### src/core/cmc_defs.svh
// constants for the CAN mode control and bit-timing block
// How it works
// - auto recovery after 128x11 recessive bits
// - manual recovery also needs change request cleared
// - loopback: own ack, no drive, frame looped
// - looped frame identifier never written
// - no receiver: store into first mailbox
// - receivers exist, no match: discard frame
// - soft reset bit write-only, reads zero
// - soft reset restores unprotected defaults
// - soft reset keeps mailboxes and error counters
// - soft reset cancels transmits at frame boundary
// - index field names mailbox for data change
// - index top bit reserved in compat mode
// - suspend now if idle, else after frame
// - transmitter suspends after ack or error frame
// - after error suspend, retransmit on resume
// - receiver suspends after ack or error frame
// - resume only when bus idle
// - suspended: no traffic, counters frozen
// - timing writes only in init with unlock
// - timing field layout, reset zero
// - data change request inhibits that mailbox
`ifndef CMC_DEFS_SVH
`define CMC_DEFS_SVH
`define CMC_ADDR_W 12
`define CMC_OFS_MODE 12'h000
`define CMC_OFS_TIMING 12'h004
`define CMC_B_INDEX_HI 4
`define CMC_B_SRST 5
`define CMC_B_LOOP 6
`define CMC_B_ABO 7
`define CMC_B_CDR 8
`define CMC_B_CCR 12
`define CMC_B_COMPAT 13
`define CMC_MODE_RESET 32'h0000_1000
`define CMC_TIMING_MASK 32'h00FF_03FF
`define CMC_TIMING_RESET 32'h0000_0000
`define CMC_RUN_BITS 4'hA
`define CMC_BOFF_GROUPS 8'h7F
`endif

### src/core/cmc_pkg.sv
// types for the CAN mode control and bit-timing block
package cmc_pkg;
	typedef struct packed {
		logic [7:0] baud_prescale_value;
		logic [5:0] reserved_hi;
		logic [1:0] resync_jump_width;
		logic triple_sample_select;
		logic [3:0] first_time_segment;
		logic [2:0] second_time_segment;
	} cmc_timing_t;
	typedef struct packed {
		logic standard_compat_mode;
		logic config_change_request;
		logic data_change_request;
		logic auto_recover_enable;
		logic self_loopback_mode;
		logic [4:0] data_update_mailbox_index;
	} cmc_mode_t;
	typedef enum logic [1:0] {ST_RUN, ST_DRAIN, ST_SUSP, ST_WAKE} cmc_susp_t;
endpackage : cmc_pkg

### src/core/cmc_top.sv
// CAN mode control, suspend sequencing and bit-timing register with APB slave
`timescale 1ns/1ps
`default_nettype none
`include "cmc_defs.svh"
module cmc_top
	import cmc_pkg::*;
(
	input wire logic CLK,
	input wire logic NRST,
	input wire logic PSEL,
	input wire logic PENABLE,
	input wire logic PWRITE,
	input wire logic [11:0] PADDR,
	input wire logic [31:0] PWDATA,
	output logic [31:0] PRDATA,
	output logic PREADY,
	output logic PSLVERR,
	input wire logic PROTECTED_WRITE_UNLOCK,
	input wire logic BIT_TICK,
	input wire logic BIT_RECESSIVE,
	input wire logic BUS_OFF_ENTER,
	input wire logic BUS_IDLE,
	input wire logic FRAME_END,
	input wire logic FRAME_ERROR,
	input wire logic TX_ACTIVE,
	input wire logic TX_FRAME_DONE,
	input wire logic [31:0] RX_CAPABLE,
	input wire logic [31:0] ACCEPT_HIT,
	input wire logic SUSPEND_REQ,
	output logic BUS_OFF,
	output logic TX_DRIVE_EN,
	output logic SELF_ACK,
	output logic LOOP_STORE_VALID,
	output logic [4:0] LOOP_STORE_INDEX,
	output logic LOOP_ID_WRITE,
	output logic LOOP_DISCARD,
	output logic SOFT_RESET_PULSE,
	output logic TX_CANCEL,
	output logic [31:0] MAILBOX_TX_INHIBIT,
	output logic SUSPENDED,
	output logic ERR_CNT_FREEZE,
	output logic RETRANSMIT,
	output cmc_timing_t TIMING
);
	cmc_mode_t mode_reg;
	cmc_timing_t timing_reg;
	cmc_susp_t susp_reg;
	logic [31:0] prdata_reg;
	logic pready_reg, pslverr_reg;
	logic srst_reg, cancel_reg;
	logic bus_off_reg, recovered_reg;
	logic [3:0] run_reg;
	logic [7:0] grp_reg;
	logic loop_valid_reg, loop_discard_reg;
	logic [4:0] loop_idx_reg;
	logic drain_err_reg, retx_pending_reg, retx_reg;
	logic [31:0] inhibit_reg;
	logic drive_reg, ack_reg;
	logic access, wr, rd, hit_mode, hit_timing;
	logic [31:0] mode_rd;
	logic susp_now;
	localparam logic [31:0] mode_rst = `CMC_MODE_RESET;

	function automatic logic [4:0] first_set(input logic [31:0] v);
		logic [4:0] idx;
		idx = 5'h00;
		for (int i = 31; i >= 0; i--)
		begin
			if (v[i])
				idx = 5'(i);
		end
		return idx;
	endfunction : first_set

	function automatic logic [31:0] pack_mode(input cmc_mode_t m);
		logic [31:0] r;
		r = 32'h0000_0000;
		r[4:0] = m.data_update_mailbox_index;
		r[`CMC_B_LOOP] = m.self_loopback_mode;
		r[`CMC_B_ABO] = m.auto_recover_enable;
		r[`CMC_B_CDR] = m.data_change_request;
		r[`CMC_B_CCR] = m.config_change_request;
		r[`CMC_B_COMPAT] = m.standard_compat_mode;
		return r;
	endfunction : pack_mode

	// request is answered one cycle into the access phase
	assign access = PSEL && PENABLE && !pready_reg;
	assign hit_mode = (PADDR == `CMC_OFS_MODE);
	assign hit_timing = (PADDR == `CMC_OFS_TIMING);
	assign wr = access && PWRITE;
	assign rd = access && !PWRITE;
	assign mode_rd = pack_mode(mode_reg);
	// the wake state still counts as suspended: no drive until the bus has gone idle
	assign susp_now = (susp_reg == ST_SUSP) || (susp_reg == ST_WAKE);

	always_ff @(posedge CLK)
	begin
		if (!NRST)
		begin
			pready_reg <= 1'b0;
			pslverr_reg <= 1'b0;
			prdata_reg <= 32'h0000_0000;
		end
		else
		begin
			pready_reg <= access;
			pslverr_reg <= access && !hit_mode && !hit_timing;
			if (rd)
				prdata_reg <= hit_mode ? mode_rd : (hit_timing ? 32'(timing_reg) : 32'h0000_0000);
			else
				prdata_reg <= 32'h0000_0000;
		end
	end

	// soft reset bit is never stored, only pulsed
	always_ff @(posedge CLK)
	begin
		if (!NRST)
			srst_reg <= 1'b0;
		else
			srst_reg <= wr && hit_mode && PWDATA[`CMC_B_SRST];
	end

	// protected bits only move with the unlock held; soft reset leaves them
	always_ff @(posedge CLK)
	begin
		if (!NRST)
			mode_reg <= cmc_mode_t'({mode_rst[`CMC_B_COMPAT], mode_rst[`CMC_B_CCR],
				mode_rst[`CMC_B_CDR], mode_rst[`CMC_B_ABO], mode_rst[`CMC_B_LOOP],
				mode_rst[4:0]});
		else if (srst_reg)
		begin
			mode_reg.data_change_request <= 1'b0;
			mode_reg.data_update_mailbox_index <= 5'h00;
		end
		else if (wr && hit_mode)
		begin
			mode_reg.data_change_request <= PWDATA[`CMC_B_CDR];
			mode_reg.data_update_mailbox_index[3:0] <= PWDATA[3:0];
			mode_reg.data_update_mailbox_index[4] <= mode_reg.standard_compat_mode ? 1'b0 :
				PWDATA[`CMC_B_INDEX_HI];
			if (PROTECTED_WRITE_UNLOCK)
			begin
				mode_reg.auto_recover_enable <= PWDATA[`CMC_B_ABO];
				mode_reg.self_loopback_mode <= PWDATA[`CMC_B_LOOP];
				mode_reg.config_change_request <= PWDATA[`CMC_B_CCR];
				mode_reg.standard_compat_mode <= PWDATA[`CMC_B_COMPAT];
				if (PWDATA[`CMC_B_COMPAT])
					mode_reg.data_update_mailbox_index[4] <= 1'b0;
			end
		end
	end

	// init mode is the change request held; protected also from soft reset
	always_ff @(posedge CLK)
	begin
		if (!NRST)
			timing_reg <= cmc_timing_t'(24'(`CMC_TIMING_RESET));
		else if (wr && hit_timing && PROTECTED_WRITE_UNLOCK && mode_reg.config_change_request)
			timing_reg <= cmc_timing_t'(24'(PWDATA & `CMC_TIMING_MASK));
	end

	// recovery counts runs of 11 recessive bits; a dominant bit restarts the run
	always_ff @(posedge CLK)
	begin
		if (!NRST)
		begin
			bus_off_reg <= 1'b0;
			recovered_reg <= 1'b0;
			run_reg <= 4'h0;
			grp_reg <= 8'h00;
		end
		else if (BUS_OFF_ENTER)
		begin
			bus_off_reg <= 1'b1;
			recovered_reg <= 1'b0;
			run_reg <= 4'h0;
			grp_reg <= 8'h00;
		end
		else if (bus_off_reg)
		begin
			if (recovered_reg)
			begin
				if (mode_reg.auto_recover_enable || !mode_reg.config_change_request)
				begin
					bus_off_reg <= 1'b0;
					recovered_reg <= 1'b0;
				end
			end
			else if (BIT_TICK)
			begin
				if (!BIT_RECESSIVE)
					run_reg <= 4'h0;
				else if (run_reg == `CMC_RUN_BITS)
				begin
					run_reg <= 4'h0;
					grp_reg <= grp_reg + 8'h01;
					if (grp_reg == `CMC_BOFF_GROUPS)
						recovered_reg <= 1'b1;
				end
				else
					run_reg <= run_reg + 4'h1;
			end
		end
	end

	// loopback routing of each finished transmit
	always_ff @(posedge CLK)
	begin
		if (!NRST)
		begin
			loop_valid_reg <= 1'b0;
			loop_discard_reg <= 1'b0;
			loop_idx_reg <= 5'h00;
			drive_reg <= 1'b0;
			ack_reg <= 1'b0;
		end
		else
		begin
			drive_reg <= !mode_reg.self_loopback_mode && !susp_now;
			ack_reg <= mode_reg.self_loopback_mode && !susp_now;
			loop_valid_reg <= 1'b0;
			loop_discard_reg <= 1'b0;
			if (TX_FRAME_DONE && mode_reg.self_loopback_mode)
			begin
				if (RX_CAPABLE == 32'h0000_0000)
				begin
					loop_valid_reg <= 1'b1;
					loop_idx_reg <= 5'h00;
				end
				else if ((RX_CAPABLE & ACCEPT_HIT) != 32'h0000_0000)
				begin
					loop_valid_reg <= 1'b1;
					loop_idx_reg <= first_set(RX_CAPABLE & ACCEPT_HIT);
				end
				else
					loop_discard_reg <= 1'b1;
			end
		end
	end

	// cancel is held until idle so no frame on the wire is cut short
	always_ff @(posedge CLK)
	begin
		if (!NRST)
			cancel_reg <= 1'b0;
		else if (srst_reg)
			cancel_reg <= 1'b1;
		else if (BUS_IDLE)
			cancel_reg <= 1'b0;
	end

	always_ff @(posedge CLK)
	begin
		if (!NRST)
			inhibit_reg <= 32'h0000_0000;
		else
			inhibit_reg <= mode_reg.data_change_request ?
				(32'h0000_0001 << mode_reg.data_update_mailbox_index) : 32'h0000_0000;
	end

	always_ff @(posedge CLK)
	begin
		if (!NRST)
			susp_reg <= ST_RUN;
		else
		begin
			case (susp_reg)
			ST_RUN:
				if (SUSPEND_REQ)
					susp_reg <= BUS_IDLE ? ST_SUSP : ST_DRAIN;
			ST_DRAIN:
				if (FRAME_END)
					susp_reg <= ST_SUSP;
			ST_SUSP:
				if (!SUSPEND_REQ)
					susp_reg <= BUS_IDLE ? ST_RUN : ST_WAKE;
			ST_WAKE:
				if (SUSPEND_REQ)
					susp_reg <= ST_SUSP;
				else if (BUS_IDLE)
					susp_reg <= ST_RUN;
			default:
				susp_reg <= ST_RUN;
			endcase
		end
	end

	// transmit aborted by an error frame while draining is sent again on resume
	always_ff @(posedge CLK)
	begin
		if (!NRST)
		begin
			drain_err_reg <= 1'b0;
			retx_pending_reg <= 1'b0;
			retx_reg <= 1'b0;
		end
		else
		begin
			retx_reg <= 1'b0;
			if (susp_reg == ST_DRAIN && FRAME_ERROR && TX_ACTIVE)
				drain_err_reg <= 1'b1;
			if (susp_reg == ST_DRAIN && FRAME_END)
			begin
				retx_pending_reg <= drain_err_reg || (FRAME_ERROR && TX_ACTIVE);
				drain_err_reg <= 1'b0;
			end
			if (susp_reg != ST_RUN && susp_reg != ST_DRAIN && !SUSPEND_REQ && BUS_IDLE
				&& retx_pending_reg)
			begin
				retx_reg <= 1'b1;
				retx_pending_reg <= 1'b0;
			end
		end
	end

	assign PRDATA = prdata_reg;
	assign PREADY = pready_reg;
	assign PSLVERR = pslverr_reg;
	assign BUS_OFF = bus_off_reg;
	assign TX_DRIVE_EN = drive_reg;
	assign SELF_ACK = ack_reg;
	assign LOOP_STORE_VALID = loop_valid_reg;
	assign LOOP_STORE_INDEX = loop_idx_reg;
	assign LOOP_ID_WRITE = 1'b0;
	assign LOOP_DISCARD = loop_discard_reg;
	assign SOFT_RESET_PULSE = srst_reg;
	assign TX_CANCEL = cancel_reg;
	assign MAILBOX_TX_INHIBIT = inhibit_reg;
	assign SUSPENDED = susp_now;
	assign ERR_CNT_FREEZE = susp_now;
	assign RETRANSMIT = retx_reg;
	assign TIMING = timing_reg;
endmodule : cmc_top
`default_nettype wire

### config.mk
export PLATFORM = sky130hd
export DESIGN_NAME = cmc_top
export DESIGN_NICKNAME = d
export VERILOG_FILES = /design/src/core/cmc_pkg.sv /design/src/core/cmc_top.sv
export VERILOG_INCLUDE_DIRS = /design/src /design/src/core
export SDC_FILE = /design/constraint.sdc
export NUM_CORES = 1
export LEC_CHECK = 0
export ABC_AREA = 1
export BUFFER_PORTS_ARGS = -buffer_cell sky130_fd_sc_hd__buf_4
export CORE_UTILIZATION = 35
export DETAILED_ROUTE_END_ITERATION = 8
export GPL_ROUTABILITY_DRIVEN = 1
export PLACE_DENSITY = 0.68
export SLEW_MARGIN = 40
export SYNTH_ARGS = -nofsm -noshare
export SYNTH_HDL_FRONTEND = slang
export SYNTH_SLANG_ARGS = --single-unit
export TNS_END_PERCENT = 100
### constraint.sdc
create_clock -name CLK -period 1.95 [get_ports CLK]
set_input_delay 0.0975 -clock CLK [delete_from_list [all_inputs] [get_ports CLK]]
set_output_delay 0.0975 -clock CLK [all_outputs]
set_load 0.02 [all_outputs]
==> run summary <==
The endpoint class of the critical path is a register. Overall power consumption after layout is estimated at 4.721 mW. Across all layers, the routed design uses 4523 vias.

After detailed routing, the number of remaining DRC violations is 0. The height of the die was 114.7 um. The run gives 274 as the first-iteration detailed-routing DRC count. The portion of synthesized cell area occupied by the leading cell type is 0.5048, and the clock-pin slew on the worst setup and hold paths is 0.08 ns. The fmax is 552.5 MHz, and the clock sink total is 112. The tools report the kind of launch point of the worst setup path as a register. At the pin with the least slew margin, the transition time is 0.6029 ns. The final cycle utilization of the critical path was 0.9282; the number of placement rows was 40.

The sequential share of the synthesized area came out at 0.5048. In this run the worst hold path is classified as primary input to register. The power per standard cell area was 726.2 mW/mm2. The run gives 4366 as the via count of the first global-routing pass. The global routing usage summed across all routing layers was 0.1899. Setup violations remaining at the end of the flow were counted as 0. During placement, the flow inserted port buffers numbering 197. In this run the worst path has a maximum fanout of 4.

The share of synthesized cell area in full adder, half adder and majority cells was 0.008451. The layout cell share with drive strength beyond 1 came out at 0.3149. The master cell of the clock root buffer was sky130_fd_sc_hd__clkbuf_16. Basic-gate share of the synthesized area counting and, or, nand and nor cells: 0.2597.

Worst setup path category: register to register. The logs give 0.006056 mm2 for the cell area after placement and 0.35 ns for the clock latency at the later pin of the worst-skew pair. The number of endpoints with negative hold slack in the final report was 0. The number of I/O pins is 229.

The tools report the endpoint required time on the critical path as 2.22 ns. For the initial cell density of the core, the log shows 0.3637. The logs give 0.005490 ns for the post-route clock skew and 19600 um for the global-route wire length before repair.

At the placement stage, the worst setup path has a slack of -0.1144 ns. Dividing the detail-routed wire length by the instance count gives 12.78 um. For this run, the post-layout net count is 915.

Once detail routing completed, the nets flagged for antenna violations numbered 0. The cell count after synthesis came out at 579. Traced cell by cell, the critical path runs through inv_2 > ha_1 > nand2_1 > nor2_2 > inv_2 > nor2_4 > nand2_2 > nor2_1 > inv_1 > nor3_2 > buf_4 > buf_4 > a21oi_1 > nor3_1. Among all stages on the critical path, the largest delay is contributed by sky130_fd_sc_hd__dfxtp_2. The x dimension of the die works out to 114.7 um. Entering global routing, the biggest net connects 29 pins. Compared with the post-synthesis result, the final layout area differs by 46.37%.

The primary flip-flop cell chosen by synthesis mapping was sky130_fd_sc_hd__dfxtp_1. A synthesized cell averages 7.671 um2. The share of async-settable or async-resettable flops after synthesis came out at 0.

After synthesis, the largest family of logic cells by area is simple AND/OR/NAND/NOR gates. The minimum period implied by the final worst setup slack is 1.810 ns. Setup slack on the worst reg-to-reg path comes out at 0.14 ns. The complex-gate fraction of the synthesized area is 0.1262, and the overflow left after global routing is 0. VDD sags by at most 0.3700 mV. The multiplexer area fraction after synthesis is 0, and the detailed-placement wirelength estimate is 9689 um. The headroom to the max-slew limit came out at 0.5970.

The tools report the total iterations of the first detailed-routing run as 6. The clock passes through at most 2 buffers. The run finished with clean final reports.

The final design utilization was 0.5324; the sum of routed wire length over all layers was 12300 um. Summing all non-filler instances in the final layout gives an area of 0.006501 mm2. Yosys mapped a number of flops with a built-in enable equal to 0. In this run the most critical hold path is launched from PWDATA[5]. After floorplanning, the core was sized to cover 0.01221 mm2. Cell type contributing the most total cell area after synthesis: sky130_fd_sc_hd__dfxtp_1. The buffering stage count on the worst path with inverters included was 5; the number of antenna diodes was 0. Yosys attributes the largest share of cell area to sky130_fd_sc_hd__dfxtp_1 (50%), sky130_fd_sc_hd__nand2_1 (8.8%), sky130_fd_sc_hd__nor2_1 (8.0%), sky130_fd_sc_hd__inv_1 (4.4%), sky130_fd_sc_hd__o21ai_0 (4.3%). The post-detailed-route via-to-cell ratio is 4.702, and the count of yosys warnings during synthesis is 0. The xor/xnor cell area share of the yosys netlist is 0.001972. Setup slack on the critical path of the routed design comes to 0.1401 ns. Worst flop-to-flop path startpoint: run_reg[0]. The logs give 2.08 ns for the critical path arrival and 0 for the number of violations of the max-capacitance limit.

Number of max-slew violations in the final report: 0. In this design, the largest share of critical-path delay is due to simple AND/OR/NAND/NOR gates. The number of flip-flops in the largest register is 32, and the total leakage power is 2.998 nW. The timing startpoint of the critical path is run_reg[0]. After synthesis the netlist holds a flip-flop and latch count of 112. TritonCTS built the clock tree. The initial antenna violation count was 0. Setup total negative slack on the finished layout was measured at 0 ns.

The number of distinct library cells after synthesis was 38; the delay contributed by the slowest stage of the critical path was 0.32 ns. The die covers 0.01315 mm2. The H-tree was split into 3 levels.

After synthesis the cells add up to 0.004442 mm2. Routability-driven placement finished with a final weighted congestion of 0.8308. TritonCTS buffer count: 9.
## routing by layer
| metal | vias to the layer above | share of wire | GRT usage |
|---|---|---|---|
| met1 | 2033 | 0.40 | 0.2070 |
| met4 | 0 | 0.017 | 0.07013 |
| met2 | 187 | 0.52 | 0.3539 |
| met3 | 18 | 0.070 | 0.04606 |
| li1 | 2285 | - | - |
| met5 | - | 0 | 0 |
## cells in the mapped netlist (4+ instances only)
master                     instances
sky130_fd_sc_hd__clkbuf_1         13
sky130_fd_sc_hd__nand2_1         104
sky130_fd_sc_hd__inv_2             5
sky130_fd_sc_hd__nor2_1           95
sky130_fd_sc_hd__nand4_1          21
sky130_fd_sc_hd__inv_1            52
sky130_fd_sc_hd__o21ai_1           5
sky130_fd_sc_hd__nand3_1          15
sky130_fd_sc_hd__dfxtp_1         112
sky130_fd_sc_hd__o21ai_0          38
sky130_fd_sc_hd__nand2_2           4
sky130_fd_sc_hd__nor3_1            9
sky130_fd_sc_hd__a21oi_1          37
sky130_fd_sc_hd__nor4_1           13
sky130_fd_sc_hd__buf_4            20
sky130_fd_sc_hd__clkinv_1          5
## layout make-up
class | instances | area [um2]
fillers | 1154 | 5710
flip-flops and latches | 112 | 2245
multi-input cells | 389 | 1859
repair buffers | 215 | 1644
inverters | 62 | 232.7
clock buffers | 9 | 225.2
well taps | 168 | 210.2
clock inverters | 7 | 85.08
## path summary, 6_finish.rpt
check,cells after the start,to
setup reg to reg,14,grp_reg[6]
setup / recovery,14,grp_reg[6]
hold reg to reg,2,PRDATA[5]
hold / removal,3,SOFT_RESET_PULSE
## cells in the final DEF (no fill, tap or decap), drive strengths merged, types with 3 or more instances in the layout
| cell type | n |
|---|---|
| o22ai | 3 |
| a21oi | 38 |
| clkbuf | 9 |
| dlygate4sd3 | 6 |
| dfxtp | 112 |
| a211oi | 3 |
| nand4 | 21 |
| nand2 | 110 |
| nor3 | 9 |
| buf | 209 |
| o21ai | 43 |
| nor2 | 95 |
| ha | 3 |
| nand3 | 15 |
| clkinv | 6 |
| inv | 61 |
| nor4 | 14 |
| conb | 19 |
## stage by stage
stage | cells | hold slack, ns
after global placement | 936 | 0.3257
after global routing | 962 | 0.009037
final | 962 | 0.008784
after floorplan | 597 | 0.2094
after detailed placement | 936 | 0.3299
after CTS | 958 | 0.001497
## cells by family after synthesis
group	Yosys count
and+or+nand+nor	266
AOI/OAI and AO/OA	100
adders and majority gates	3
buffers and inverters	96
xor gates and xnor gates	1
DFF	112
other	1
## repair_timing
action / in CTS / in global routing
gates resized for setup: 1 / 16
endpoints found under the setup margin: 1 / 5
hold buffers: 6 / 0
hold endpoints to repair: 6 / 0
setup buffers: 0 / 4
pin swaps: 0 / 17
## report_power, final
part / total (mW) / internal [mW] / switching (mW)
clock: 1.90 / 1.03 / 0.878
sequential: 2.32 / 2.30 / 0.0155
combinational: 0.500 / 0.247 / 0.253
total: 4.72 / 3.57 / 1.15
## tightest hold or removal path: cells and delay by family
kind                   cells  cell delay, ns
AND/OR/NAND/NOR            1            0.05
buffers and inverters      2            0.17
(Power assumes the default switching activity.)
